**config.mk**
```make
export PLATFORM = sky130hd
export DESIGN_NAME = epcc_top
export DESIGN_NICKNAME = d
export VERILOG_FILES = /design/src/inc/epcc_pkg.sv /design/src/core/epcc_slot.sv /design/src/core/epcc_top.sv
export SDC_FILE = /design/constraint.sdc
export NUM_CORES = 1
export LEC_CHECK = 0
export BUFFER_PORTS_ARGS = -buffer_cell sky130_fd_sc_hd__buf_2
export CAP_MARGIN = 20
export CORE_MARGIN = 2
export CORE_UTILIZATION = 56
export CTS_CLUSTER_DIAMETER = 100
export DETAILED_ROUTE_END_ITERATION = 8
export GPL_TIMING_DRIVEN = 0
export PLACE_DENSITY = 0.85
export SYNTH_ARGS = -nofsm -noshare
export SYNTH_HDL_FRONTEND = slang
export SYNTH_SLANG_ARGS = --single-unit
```
**constraint.sdc**
```tcl
create_clock -name pclk -period 4.4 [get_ports pclk]
set_input_delay 0.22 -clock pclk [delete_from_list [all_inputs] [get_ports pclk]]
set_output_delay 0.22 -clock pclk [all_outputs]
set_load 0.02 [all_outputs]
```
**src/inc/epcc_pkg.sv**
```systemverilog
// Purpose: constants for the enclave page create/block checker
// Assumes: 64-bit operand addresses, 4 KiB pages
// Notes: register map sits on apb, word aligned
// Overview of operation
// - block leaf done: zero flag set when control structure busy or invalid
// - block leaf done: carry flag set when page already blocked or unblockable (code sets it only for an already blocked slot)
// - block leaf done without fault: clears parity, aux carry, overflow and sign flags
// - protected mode: operand beyond data segment limit gives gp fault 0
// - any misaligned memory operand gives gp fault 0
// - create leaf: page cache resource in use gives gp fault 0 (block leaf sets zero flag)
// - operand access fault or non page-cache page gives page fault
// - 64-bit mode: non-canonical operand address gives gp fault 0
// - create leaf selected by leaf select 00h, valid in both modes
// - create copies control structure into target page and marks valid
// - create checks unused fields; layout hidden from software
// - create faults if descriptor control field or other unused field nonzero
// - create faults if target in use, already valid, or outside cache
// - save area frame smaller than needed space gives gp fault 0
// - descriptor and sources read non-enclave; target written enclave
// - create on control page excluded from conflicting concurrent leaves
// - create faults unless enclave size is a power of two
// - create faults unless extended feature mask and 03h equals 03h
package epcc_pkg;
  localparam logic [7:0]  ADDR_CTRL      = 8'h00;
  localparam logic [7:0]  ADDR_LEAF      = 8'h04;
  localparam logic [7:0]  ADDR_PARAM_LO  = 8'h08;
  localparam logic [7:0]  ADDR_PARAM_HI  = 8'h0c;
  localparam logic [7:0]  ADDR_TARG_LO   = 8'h10;
  localparam logic [7:0]  ADDR_TARG_HI   = 8'h14;
  localparam logic [7:0]  ADDR_SRC_LO    = 8'h18;
  localparam logic [7:0]  ADDR_SINFO_LO  = 8'h1c;
  localparam logic [7:0]  ADDR_SIZE_LO   = 8'h20;
  localparam logic [7:0]  ADDR_SIZE_HI   = 8'h24;
  localparam logic [7:0]  ADDR_BASE_LO   = 8'h28;
  localparam logic [7:0]  ADDR_BASE_HI   = 8'h2c;
  localparam logic [7:0]  ADDR_ATTR      = 8'h30;
  localparam logic [7:0]  ADDR_SSA       = 8'h34;
  localparam logic [7:0]  ADDR_ENV       = 8'h38;
  localparam logic [7:0]  ADDR_STATUS    = 8'h3c;
  localparam logic [7:0]  ADDR_NEED      = 8'h40;
  localparam logic [7:0]  LEAF_CREATE    = 8'h00;
  localparam logic [7:0]  LEAF_BLOCK     = 8'h09;
  localparam logic [1:0]  EXTENDED_FEATURE_MASK_LOW       = 2'h3;
  localparam logic [63:0] MIN_SIZE       = 64'h0000_0000_0000_2000;
  localparam int          PAGE_BITS      = 12;
  localparam int          DESC_BITS      = 5;
  localparam int          SINFO_BITS     = 6;
  localparam int          VA_BITS        = 48;
  // ctrl fields
  localparam int          CTRL_GO        = 0;
  // env fields (loose inputs captured from software)
  localparam int          ENV_M64        = 0;
  localparam int          ENV_DESC_ZERO  = 1;
  localparam int          ENV_SINFO_OK   = 2;
  localparam int          ENV_RSV_ZERO   = 3;
  localparam int          ENV_ACC_FAULT  = 4;
  localparam int          ENV_LIMIT      = 5;
  // fault codes
  typedef enum logic [1:0] {
    FLT_NONE = 2'b00,
    FLT_GP   = 2'b01,
    FLT_PF   = 2'b10
  } epcc_fault_type;
  localparam logic [31:0] GP_CODE        = 32'h0000_0000;
endpackage : epcc_pkg

```
**src/core/epcc_slot.sv**
```systemverilog
// Purpose: per-slot page-cache map state for target pages
// Assumes: slot index from target address page number
// Notes: valid and blocked bits in flip-flops
`timescale 1ns/10ps
module epcc_slot #(
  parameter int SLOTS = 16
) (
  input  wire logic                     pclk,
  input  wire logic                     presetn,
  input  wire logic [$clog2(SLOTS)-1:0] idx,
  input  wire logic                     set_valid,
  input  wire logic                     set_block,
  output logic                          valid,
  output logic                          blocked
);
  import epcc_pkg::*;
  logic [SLOTS-1:0] valid_ff;
  logic [SLOTS-1:0] block_ff;

  initial begin
    if (SLOTS < 2) $error("slots too small");
  end

  always_ff @(posedge pclk or negedge presetn) begin
    if (!presetn) begin
      valid_ff <= '0;
      block_ff <= '0;
    end else begin
      if (set_valid) begin
        valid_ff[idx] <= 1'b1;
        block_ff[idx] <= 1'b0;
      end
      if (set_block) begin
        block_ff[idx] <= 1'b1;
      end
    end
  end

  assign valid   = valid_ff[idx];
  assign blocked = block_ff[idx];
endmodule : epcc_slot

```
**src/core/epcc_top.sv**
```systemverilog
// Purpose: operand checks and flags for page create and block leaves
// Assumes: apb slave, single clock, memory side modelled by env bits
// Notes: one command per go pulse; result in status after two cycles
`timescale 1ns/10ps
module epcc_top #(
  parameter int SLOTS = 16
) (
  input  wire logic        pclk,
  input  wire logic        presetn,
  input  wire logic        psel,
  input  wire logic        penable,
  input  wire logic        pwrite,
  input  wire logic [7:0]  paddr,
  input  wire logic [31:0] pwdata,
  output logic      [31:0] prdata,
  output logic             pready,
  output logic             pslverr,
  input  wire logic        conflict_busy,
  output logic             done,
  output epcc_pkg::epcc_fault_type fault
);
  import epcc_pkg::*;

  typedef enum logic [1:0] {
    ST_IDLE  = 2'b00,
    ST_CHECK = 2'b01,
    ST_DONE  = 2'b10
  } epcc_state_type;

  localparam int IW = $clog2(SLOTS);

  epcc_state_type state_ff;
  epcc_state_type nxt_state;
  logic [7:0]  leaf_ff;
  logic [63:0] param_ff;
  logic [63:0] targ_ff;
  logic [31:0] src_ff;
  logic [31:0] sinfo_ff;
  logic [63:0] size_ff;
  logic [63:0] base_ff;
  logic [31:0] attr_ff;
  logic [31:0] ssa_ff;
  logic [5:0]  env_ff;
  logic [31:0] need_ff;
  logic        busy_ff;
  logic        zf_ff;
  logic        cf_ff;
  logic        flags_clr_ff;
  logic        done_ff;
  epcc_fault_type fault_ff;
  logic [31:0] code_ff;

  wire         wr_en;
  wire         rd_en;
  wire         go;
  wire         is_create;
  wire         is_block;
  wire         slot_valid;
  wire         slot_blocked;
  wire [IW-1:0] slot_idx;
  wire         in_cache;
  wire         misalign;
  wire         noncanon;
  wire         size_bad;
  wire         ssa_bad;
  wire         extended_feature_mask_bad;
  wire         field_bad;
  wire         gp_create;
  wire         pf_create;
  wire         gp_block;
  wire         pf_block;
  epcc_fault_type nxt_fault;
  wire         nxt_zf;
  wire         nxt_cf;
  wire         do_create;
  wire         do_block;

  function automatic logic canon(input logic [63:0] a);
    canon = (a[63:VA_BITS-1] == '0) || (a[63:VA_BITS-1] == '1);
  endfunction : canon

  function automatic logic pow2(input logic [63:0] v);
    pow2 = (v != 64'h0) && ((v & (v - 64'h1)) == 64'h0);
  endfunction : pow2

  initial begin
    if (SLOTS < 2) $error("slots too small");
  end

  assign wr_en = psel && penable && pwrite;
  assign rd_en = psel && penable && !pwrite;
  assign go    = wr_en && (paddr == ADDR_CTRL) && pwdata[CTRL_GO]
                 && (state_ff == ST_IDLE);
  assign pready  = 1'b1;
  assign pslverr = 1'b0;

  assign is_create = (leaf_ff == LEAF_CREATE);
  assign is_block  = (leaf_ff == LEAF_BLOCK);
  assign slot_idx  = targ_ff[PAGE_BITS +: IW];
  assign in_cache  = (targ_ff[63:PAGE_BITS+IW] == '0);

  // alignment of descriptor, target, source and security info
  assign misalign = (is_create && param_ff[DESC_BITS-1:0] != '0)
                  || (targ_ff[PAGE_BITS-1:0] != '0)
                  || (is_create && src_ff[PAGE_BITS-1:0] != '0)
                  || (is_create && sinfo_ff[SINFO_BITS-1:0] != '0);
  assign noncanon = env_ff[ENV_M64]
                    && (!canon(param_ff) || !canon(targ_ff));
  assign size_bad = (size_ff < MIN_SIZE) || !pow2(size_ff)
                    || ((base_ff & (size_ff - 64'h1)) != 64'h0);
  assign ssa_bad  = ({ssa_ff, 12'h000} < {12'h000, need_ff});
  assign extended_feature_mask_bad = (attr_ff[1:0] & EXTENDED_FEATURE_MASK_LOW) != EXTENDED_FEATURE_MASK_LOW;
  assign field_bad = !env_ff[ENV_DESC_ZERO] || !env_ff[ENV_SINFO_OK]
                     || !env_ff[ENV_RSV_ZERO];

  assign gp_create = misalign || noncanon || field_bad
                   || (!env_ff[ENV_M64] && env_ff[ENV_LIMIT])
                   || conflict_busy
                   || extended_feature_mask_bad || ssa_bad || size_bad;
  assign pf_create = !in_cache || slot_valid
                   || env_ff[ENV_ACC_FAULT];
  assign gp_block  = misalign || noncanon
                   || (!env_ff[ENV_M64] && env_ff[ENV_LIMIT]);
  assign pf_block  = !in_cache || env_ff[ENV_ACC_FAULT];

  assign nxt_fault = is_create ? (gp_create ? FLT_GP :
                                  pf_create ? FLT_PF : FLT_NONE) :
                     is_block  ? (gp_block ? FLT_GP :
                                  pf_block ? FLT_PF : FLT_NONE) :
                     FLT_GP;
  assign nxt_zf = conflict_busy || !slot_valid;
  assign nxt_cf = !nxt_zf && slot_blocked;
  assign do_create = (state_ff == ST_CHECK) && is_create
                     && (nxt_fault == FLT_NONE);
  assign do_block  = (state_ff == ST_CHECK) && is_block
                     && (nxt_fault == FLT_NONE) && !nxt_zf && !nxt_cf;

  always_comb begin
    nxt_state = state_ff;
    unique case (state_ff)
      ST_IDLE:  if (go) nxt_state = ST_CHECK;
      ST_CHECK: nxt_state = ST_DONE;
      ST_DONE:  nxt_state = ST_IDLE;
      default:  nxt_state = ST_IDLE;
    endcase
  end

  epcc_slot #(
    .SLOTS     (SLOTS)
  ) u_slot (
    .pclk      (pclk),
    .presetn   (presetn),
    .idx       (slot_idx),
    .set_valid (do_create),
    .set_block (do_block),
    .valid     (slot_valid),
    .blocked   (slot_blocked)
  );

  always_ff @(posedge pclk or negedge presetn) begin
    if (!presetn) begin
      leaf_ff  <= 8'h00;
      param_ff <= 64'h0;
      targ_ff  <= 64'h0;
      src_ff   <= 32'h0;
      sinfo_ff <= 32'h0;
      size_ff  <= 64'h0;
      base_ff  <= 64'h0;
      attr_ff  <= 32'h0;
      ssa_ff   <= 32'h0;
      env_ff   <= 6'h00;
      need_ff  <= 32'h0;
    end else if (wr_en && state_ff == ST_IDLE) begin
      unique case (paddr)
        ADDR_LEAF:     leaf_ff          <= pwdata[7:0];
        ADDR_PARAM_LO: param_ff[31:0]   <= pwdata;
        ADDR_PARAM_HI: param_ff[63:32]  <= pwdata;
        ADDR_TARG_LO:  targ_ff[31:0]    <= pwdata;
        ADDR_TARG_HI:  targ_ff[63:32]   <= pwdata;
        ADDR_SRC_LO:   src_ff           <= pwdata;
        ADDR_SINFO_LO: sinfo_ff         <= pwdata;
        ADDR_SIZE_LO:  size_ff[31:0]    <= pwdata;
        ADDR_SIZE_HI:  size_ff[63:32]   <= pwdata;
        ADDR_BASE_LO:  base_ff[31:0]    <= pwdata;
        ADDR_BASE_HI:  base_ff[63:32]   <= pwdata;
        ADDR_ATTR:     attr_ff          <= pwdata;
        ADDR_SSA:      ssa_ff           <= pwdata;
        ADDR_ENV:      env_ff           <= pwdata[5:0];
        ADDR_NEED:     need_ff          <= pwdata;
        default:       ;
      endcase
    end
  end

  always_ff @(posedge pclk or negedge presetn) begin
    if (!presetn) begin
      state_ff     <= ST_IDLE;
      busy_ff      <= 1'b0;
      done_ff      <= 1'b0;
      fault_ff     <= FLT_NONE;
      code_ff      <= 32'h0;
      zf_ff        <= 1'b0;
      cf_ff        <= 1'b0;
      flags_clr_ff <= 1'b0;
    end else begin
      state_ff <= nxt_state;
      done_ff  <= (state_ff == ST_CHECK);
      if (go) begin
        busy_ff <= 1'b1;
      end else if (state_ff == ST_DONE) begin
        busy_ff <= 1'b0;
      end
      if (state_ff == ST_CHECK) begin
        fault_ff <= nxt_fault;
        code_ff  <= GP_CODE;
        if (is_block && nxt_fault == FLT_NONE) begin
          zf_ff        <= nxt_zf;
          cf_ff        <= nxt_cf;
          flags_clr_ff <= 1'b1;
        end else begin
          zf_ff        <= 1'b0;
          cf_ff        <= 1'b0;
          flags_clr_ff <= 1'b0;
        end
      end
    end
  end

  // status: [0]busy [1]done [3:2]fault [4]zf [5]cf [6]pf/af/of/sf cleared
  always_ff @(posedge pclk or negedge presetn) begin
    if (!presetn) begin
      prdata <= 32'h0;
    end else if (psel && !penable && !pwrite) begin
      unique case (paddr)
        ADDR_LEAF:   prdata <= {24'h0, leaf_ff};
        ADDR_STATUS: prdata <= {25'h0, flags_clr_ff, cf_ff, zf_ff,
                                fault_ff, done_ff, busy_ff};
        ADDR_ATTR:   prdata <= attr_ff;
        ADDR_SSA:    prdata <= ssa_ff;
        ADDR_NEED:   prdata <= need_ff;
        default:     prdata <= 32'h0;
      endcase
    end
  end

  assign done  = done_ff;
  assign fault = fault_ff;
endmodule : epcc_top

```
==> results of run 1 <==
[layout by cell type, fill, tap and decap left out, types with 9 or more instances in the layout]
cell type    n
dfrtp_1    413
mux2_2     288
nand2_1    117
inv_1       84
ha_1        83
o21ai_0     82
buf_2       72
clkbuf_1    64
nor2_1      60
nand4_1     55
clkbuf_16   44
nor4_1      41
a222oi_1    31
buf_4       25
nand2b_1    22
or3_1       19
or2_1       18
nor2b_1     16
o21ai_1     16
nor3_1      13
or4_1       11
nand3_1     11
clkbuf_8    11
clkinv_2    11
o22ai_1     10
mux4_2       9
[layout make-up]
class | count | area [µm²] | area share [%]
repair buffers | 86 | 632 | 2.78
inverters | 87 | 327 | 1.44
plain buffers | 95 | 502 | 2.21
diodes | 2 | 5.00 | 0.0220
flip-flops and latches | 415 | 10400 | 45.7
clock buffers | 59 | 1210 | 5.30
multi-input cells | 1054 | 8910 | 39.2
clock inverters | 20 | 206 | 0.908
well taps | 455 | 569 | 2.50
[kinds of logic (layout without fill, tap and decap cells)]
kind of cell / Yosys count / in the layout / share of synthesized area [%]
DFF: 415 / 415 / 52.5
muxes: 301 / 301 / 17.7
adders and majority gates: 85 / 85 / 5.38
AOI/OAI and AO/OA: 198 / 199 / 6.92
and+or+nand+nor: 467 / 467 / 13.3
buffers and inverters: 183 / 347 / 4.17
other: 2 / 4 / 0.0380
[sequential cells by signal, summed over array words and instances (netlist names)]
signal	flops
attr_ff	32
base_ff	64
busy_ff	1
cf_ff	1
done	1
env_ff	6
fault	2
flags_clr_ff	1
leaf_ff	8
need_ff	32
param_ff	22
prdata	32
sinfo_ff	6
size_ff	64
src_ff	12
ssa_ff	32
state_ff	2
targ_ff	64
u_slot.block_ff	16
u_slot.valid_ff	16
zf_ff	1
[through the flow]
step	TNS (ns)	setup slack [ns]
5_1_grt	-16.88	-0.538
3_5_place_dp	-40.68	-1.25
2_1_floorplan	0	0.0194
4_1_cts	-10.55	-0.342
3_3_place_gp	-1962.70	-4.68
6_report	-13.03	-0.431
[timing repair]
action                                 CTS  global route
hold buffers                             4             0
gates cloned                             3             0
endpoints found under the hold margin   67             0
resized for setup                       47            23
setup endpoints to repair               34            34
pin swaps                                7            14
setup buffers                           10             6
[worst min path at each step]
| stage | end | slack, ns | cells past startpoint |
|---|---|---|---|
| 2_1_floorplan | attr_ff[0] | -0.08 | 0 |
| 5_1_grt | sinfo_ff[2] | 0.001 | 2 |
| 3_3_place_gp | u_slot.valid_ff[10] | 0.44 | 1 |
| 3_5_place_dp | base_ff[51] | 0.23 | 1 |
| 6_report | targ_ff[33] | 0.003 | 2 |
| 4_1_cts | targ_ff[2] | 0.001 | 2 |
[power by group]
group | leakage [nW] | switching [W] | internal, W | total, W
Combinational | 4.92 | 0.000393 | 0.000171 | 0.000564
Sequential | 5.40 | 0.0000464 | 0.00388 | 0.00393
Clock | 0.699 | 0.00154 | 0.00211 | 0.00365
[routing by layer]
metal	up-vias	track usage, %	wire length (µm)	part of all wire (%)
met3	200	5.79	5010	8.9
met2	835	50.4	26500	47
li1	6270	-	-	-
met5	-	0	0	0
met4	0	15.0	2980	5.3
met1	7504	40.3	21800	39
==> impl_metrics.py, run 1 <==
metrics = {
    "worst_setup_path": {
        "rr_worst_depth": 19,
        "cp_max_fo": 6,
        "startpoint": "size_ff[6]",
        "critPathRequiredTime_ns": 4.83,
        "crit_type": "reg -> reg",
        "slowest_stage": "or4_4",
        "crit_path_start_kind": "register",
        "path_buf_inv": 3,
        "critPathCaptureType": "register",
        "crit_family": "simple AND/OR/NAND/NOR gates",
        "path_cells": "or4_4, nor3_2, nand2_2, nor3_4, inv_2, or2_4, nor2_4, and2_4, nand3_1, ha_2, nor4_4, o221ai_2, or4_4, nor4_4, buf_4, o211ai_4, buf_6, nor3_2, o21ai_1",
        "cp_slowest_stage_delay_ns": 0.58,
        "r2r_start": "size_ff[6]",
        "worstReg2RegEnd": "u_slot.block_ff[13]",
        "r2r_slack_ns": -0.43,
        "path_depth": 19,
        "cp.arrival_ns": 5.27,
        "setup.worst_path.end": "u_slot.block_ff[13]",
    },
    "timing": {
        "final.setup.worst_slack_ns": -0.431,
        "setup_viol": 34,
        "period_needed_ns": 4.83,
        "worst-slew-pin-transition_ns": 1.14,
        "skew_ns": 0.0252,
        "drv_slew": 0,
        "post-route-period-util_pct": 110,
        "rsz0062_at_grt": "true",
        "slew_headroom_pct": 23.1,
        "fmax_mhz": 207,
        "hold_violations": 0,
        "hold-worst-slack_ns": 0.00281,
    },
    "logic_synthesis": {
        "ys_seq_area_share_pct": 52.5,
        "synth_top_flop_cell": "dfrtp_1",
        "syn_avg_cell_area_um2": 12.0,
        "syn_nets": 1782,
        "synth_top_area_share_pct": 52.5,
        "yosys.area.top_type": "dfrtp_1",
        "synthTopCellsByArea": "dfrtp_1, mux2_2, ha_1, nand2_1, o21ai_0",
        "async_flop_share_pct": 100,
        "ys_ff_latch": 415,
        "netlist_area_mm2": 0.0198,
        "yosysMostFrequentCell": "dfrtp_1",
        "synth.distinct_cells": 75,
        "synth_edf_count": 0,
        "ys_top_cells_by_count": "dfrtp_1, mux2_2, nand2_1",
        "yosysWarnings": 0,
        "synthCells": 1651,
    },
    "routing": {
        "dr.pass1.iters": 8,
        "ant_nets": 0,
        "via_count": 14800,
        "routedWlPerCell_um": 24.8,
        "wirelength_mm": 56.3,
        "drc": 0,
        "drtIter0Drc": 1653,
        "vias_per_cell": 6.52,
    },
    "grt": {
        "grt_overflow_total": 0,
        "grt_pass1_wl_mm": 86.1,
        "first_global_vias": 14800,
        "grt_max_degree": 124,
        "antenna_found_initial": 2,
        "grt_usage_pct": 31.0,
    },
    "place": {
        "place_inst": 2169,
        "place_hpwl_mm": 38.7,
        "place_congestion": 0.940,
        "dpl_cell_area_mm2": 0.0207,
        "port_buffers": 60,
    },
    "final_layout": {
        "fin_nets": 1913,
        "fin_area_mm2": 0.0227,
        "num-fill-cells": 2462,
        "drive_gt1_share_pct": 31.2,
        "area_growth_pct": 15.0,
        "fin_util_pct": 65.7,
        "fin_cells": 2273,
    },
    "power": {
        "p_leak_nw": 11.0,
        "p_total_w": 0.00814,
        "powerDensity_mw_per_mm2": 358,
        "vdd_ir_drop_max_mv": 0.444,
    },
    "floorplan": {
        "die_area_mm2": 0.0368,
        "core_area_mm2": 0.0346,
        "start_util_pct": 57.1,
        "die_y_um": 192,
        "rows": 68,
        "die-width_um": 192,
        "io_pins": 83,
    },
    "cts": {
        "cts_made_buffers": 43,
        "cts_buffer_depth": 3,
        "clock_latency_ns": 0.55,
        "clk_pin_slew_ns": 0.06,
        "root_buffer": "clkbuf_16",
        "clock-sinks": 415,
        "h-tree-depth": 2,
        "cts_tree": "yes",
    },
    "min_path": {
        "holdCritStartpoint": "pwdata[1]",
        "hp-class": "in -> reg",
    },
    "flow_run": {
        "cap_violations": 0,
    },
    "outcome": {
        "violations": "setup timing",
        "status": "complete, but fails checks",
    },
}
No activity file was read; power rests on OpenSTA's default activity.
==> inputs of run 2 (changes only) <==
--- a/config.mk
+++ b/config.mk
@@ -11,8 +11,9 @@
 export CORE_UTILIZATION = 56
 export CTS_CLUSTER_DIAMETER = 100
 export DETAILED_ROUTE_END_ITERATION = 8
-export GPL_TIMING_DRIVEN = 0
+export GPL_ROUTABILITY_DRIVEN = 0
 export PLACE_DENSITY = 0.85
+export SETUP_SLACK_MARGIN = 0.02
 export SYNTH_ARGS = -nofsm -noshare
 export SYNTH_HDL_FRONTEND = slang
 export SYNTH_SLANG_ARGS = --single-unit
==> impl_metrics.py, run 2 (synthesis results as in run 1) <==
metrics = {
    "timing": {
        "worst-slew-pin-transition_ns": 1.09,
        "hold_violations": 0,
        "period_needed_ns": 4.72,
        "fmax_mhz": 212,
        "skew_ns": 0.0182,
        "slew_headroom_pct": 27.4,
        "rsz0062_at_grt": "true",
        "drv_slew": 0,
        "final.setup.worst_slack_ns": -0.319,
        "post-route-period-util_pct": 107,
        "setup_viol": 34,
    },
    "worst_setup_path": {
        "cp_slowest_stage_delay_ns": 0.59,
        "crit_type": "reg -> reg",
        "path_common_cell": "buf_4",
        "rr_worst_depth": 26,
        "cp_max_fo": 7,
        "cp.arrival_ns": 5.16,
        "slowest_stage": "or4_4",
        "path_buf_inv": 14,
        "crit_family": "simple AND/OR/NAND/NOR gates",
        "critPathCaptureType": "register",
        "path_depth": 26,
        "crit_path_start_kind": "register",
        "r2r_slack_ns": -0.32,
        "critPathRequiredTime_ns": 4.84,
    },
    "final_layout": {
        "top_regs": "base_ff: 64 flops, size_ff: 64 flops, targ_ff: 64 flops",
        "fin_nets": 1921,
        "area_growth_pct": 17.0,
        "num-fill-cells": 2259,
        "drive_gt1_share_pct": 35.8,
        "regArea_mm2": 0.0104,
        "final_common_cell": "dfrtp_1",
        "final_cell_mix": "dfrtp_1, mux2_2, nand2_1",
        "multi_input_area_mm2": 0.00903,
        "fin_cells": 2277,
        "n_antenna_cell": 0,
    },
    "grt": {
        "first_global_vias": 15000,
        "grt_pass1_wl_mm": 85.3,
        "grt_max_degree": 128,
        "grt_overflow_total": 0,
        "antenna_found_initial": 0,
        "grt_usage_pct": 30.5,
    },
    "place": {
        "place_hpwl_mm": 36.6,
        "place_inst": 2178,
        "pre_cts_ws_ns": -0.241,
        "port_buffers": 80,
    },
    "min_path": {
        "hp-class": "in -> reg",
        "holdPathStages": 3,
    },
    "power": {
        "powerDensity_mw_per_mm2": 356,
        "p_leak_nw": 11.4,
        "vdd_ir_drop_max_mv": 0.317,
    },
    "cts": {
        "clk_pin_slew_ns": 0.07,
        "h-tree-depth": 2,
        "root_buffer": "clkbuf_16",
        "clock_latency_ns": 0.56,
        "cts_buffer_depth": 3,
        "cts_made_buffers": 42,
        "clock-sinks": 415,
        "cts_tree": "yes",
    },
    "floorplan": {
        "rows": 68,
        "core_area_mm2": 0.0346,
        "start_util_pct": 57.1,
        "die-width_um": 192,
        "die_y_um": 192,
        "die_area_mm2": 0.0368,
        "io_pins": 83,
    },
    "routing": {
        "dr.pass1.iters": 9,
        "drtIter0Drc": 1645,
        "routedWlPerCell_um": 25.6,
        "wirelength_mm": 58.4,
        "vias_per_cell": 6.64,
        "drc": 0,
        "via_count": 15100,
        "ant_nets": 0,
    },
    "flow_run": {
        "cap_violations": 0,
    },
    "outcome": {
        "status": "complete, but fails checks",
        "violations": "setup timing",
    },
}
==> run 2: cell count changes in the layout (fill, tap and decap cells not counted), sizes merged <==
cell	previous run	this run
dlygate4sd3	4	1
o211ai	2	1
clkbuf	125	60
inv	89	90
clkinvlp	2	3
buf	111	188
clkinv	13	9
diode	2	0
==> run 2: layer usage <==
metal | share of wire [%] | GRT usage, % | up-vias | wire (µm)
met5 | 0 | 0 | - | 0
met1 | 38 | 39.1 | 7624 | 22000
li1 | - | - | 6274 | -
met4 | 6.1 | 15.3 | 0 | 3530
met2 | 47 | 49.0 | 932 | 27400
met3 | 9.3 | 6.83 | 281 | 5430
==> run 2: worst min-delay path, cell delays in order <==
cell     delay [ns]
buf_2          0.19
nand2_1        0.08
o21ai_0        0.07
==> run 2: metrics by stage <==
stage / hold WS, ns / util [%] / cell area, µm² / total power, W / TNS, ns
floorplan: -0.0756 / - / 19800 / 0.00421 / 0
global placement: 0.415 / 60.8 / 21000 / 0.00450 / -2.86
detailed placement: 0.409 / 60.8 / 21000 / 0.00452 / -5.59
CTS: 0.0228 / 65.5 / 22700 / 0.00819 / -0.873
global route: 0.0393 / 66.8 / 23100 / 0.00845 / -13.25
finish: 0.0325 / 66.8 / 23100 / 0.00824 / -9.11
==> run 2: layout make-up <==
type | instances | share of cell area [%]
Multi-Input combinational cell | 1053 | 39.0
Clock buffer | 58 | 5.32
Tap cell | 455 | 2.46
Sequential cell | 415 | 44.9
Clock inverter | 18 | 0.887
Timing Repair Buffer | 191 | 6.03
Inverter | 87 | 1.41
==> run 2: worst paths after layout <==
check                           startpoint                  to
worst max-delay path            size_ff[6]  u_slot.block_ff[9]
max in group asynchronous          presetn  u_slot.valid_ff[7]
min in group asynchronous          presetn         size_ff[54]
worst min-delay path            pwdata[18]         need_ff[18]
worst min register to register   prdata[7]           prdata[7]
worst max register to register  size_ff[6]  u_slot.block_ff[9]
==> run 2: repair_timing <==
item | in CTS | in global routing
resized for setup | 18 | 53
endpoints found under the setup margin | 34 | 34
hold endpoints to repair | 122 | 0
gates cloned | 0 | 2
pin swaps | 1 | 14
buffers inserted | 12 | 5
hold buffers | 1 | 0
==> run 2: where the power goes <==
group | switching, W | internal (W)
clock network | 0.00157 | 0.00215
logic | 0.000398 | 0.000195
registers | 0.0000498 | 0.00388
total | 0.00202 | 0.00622
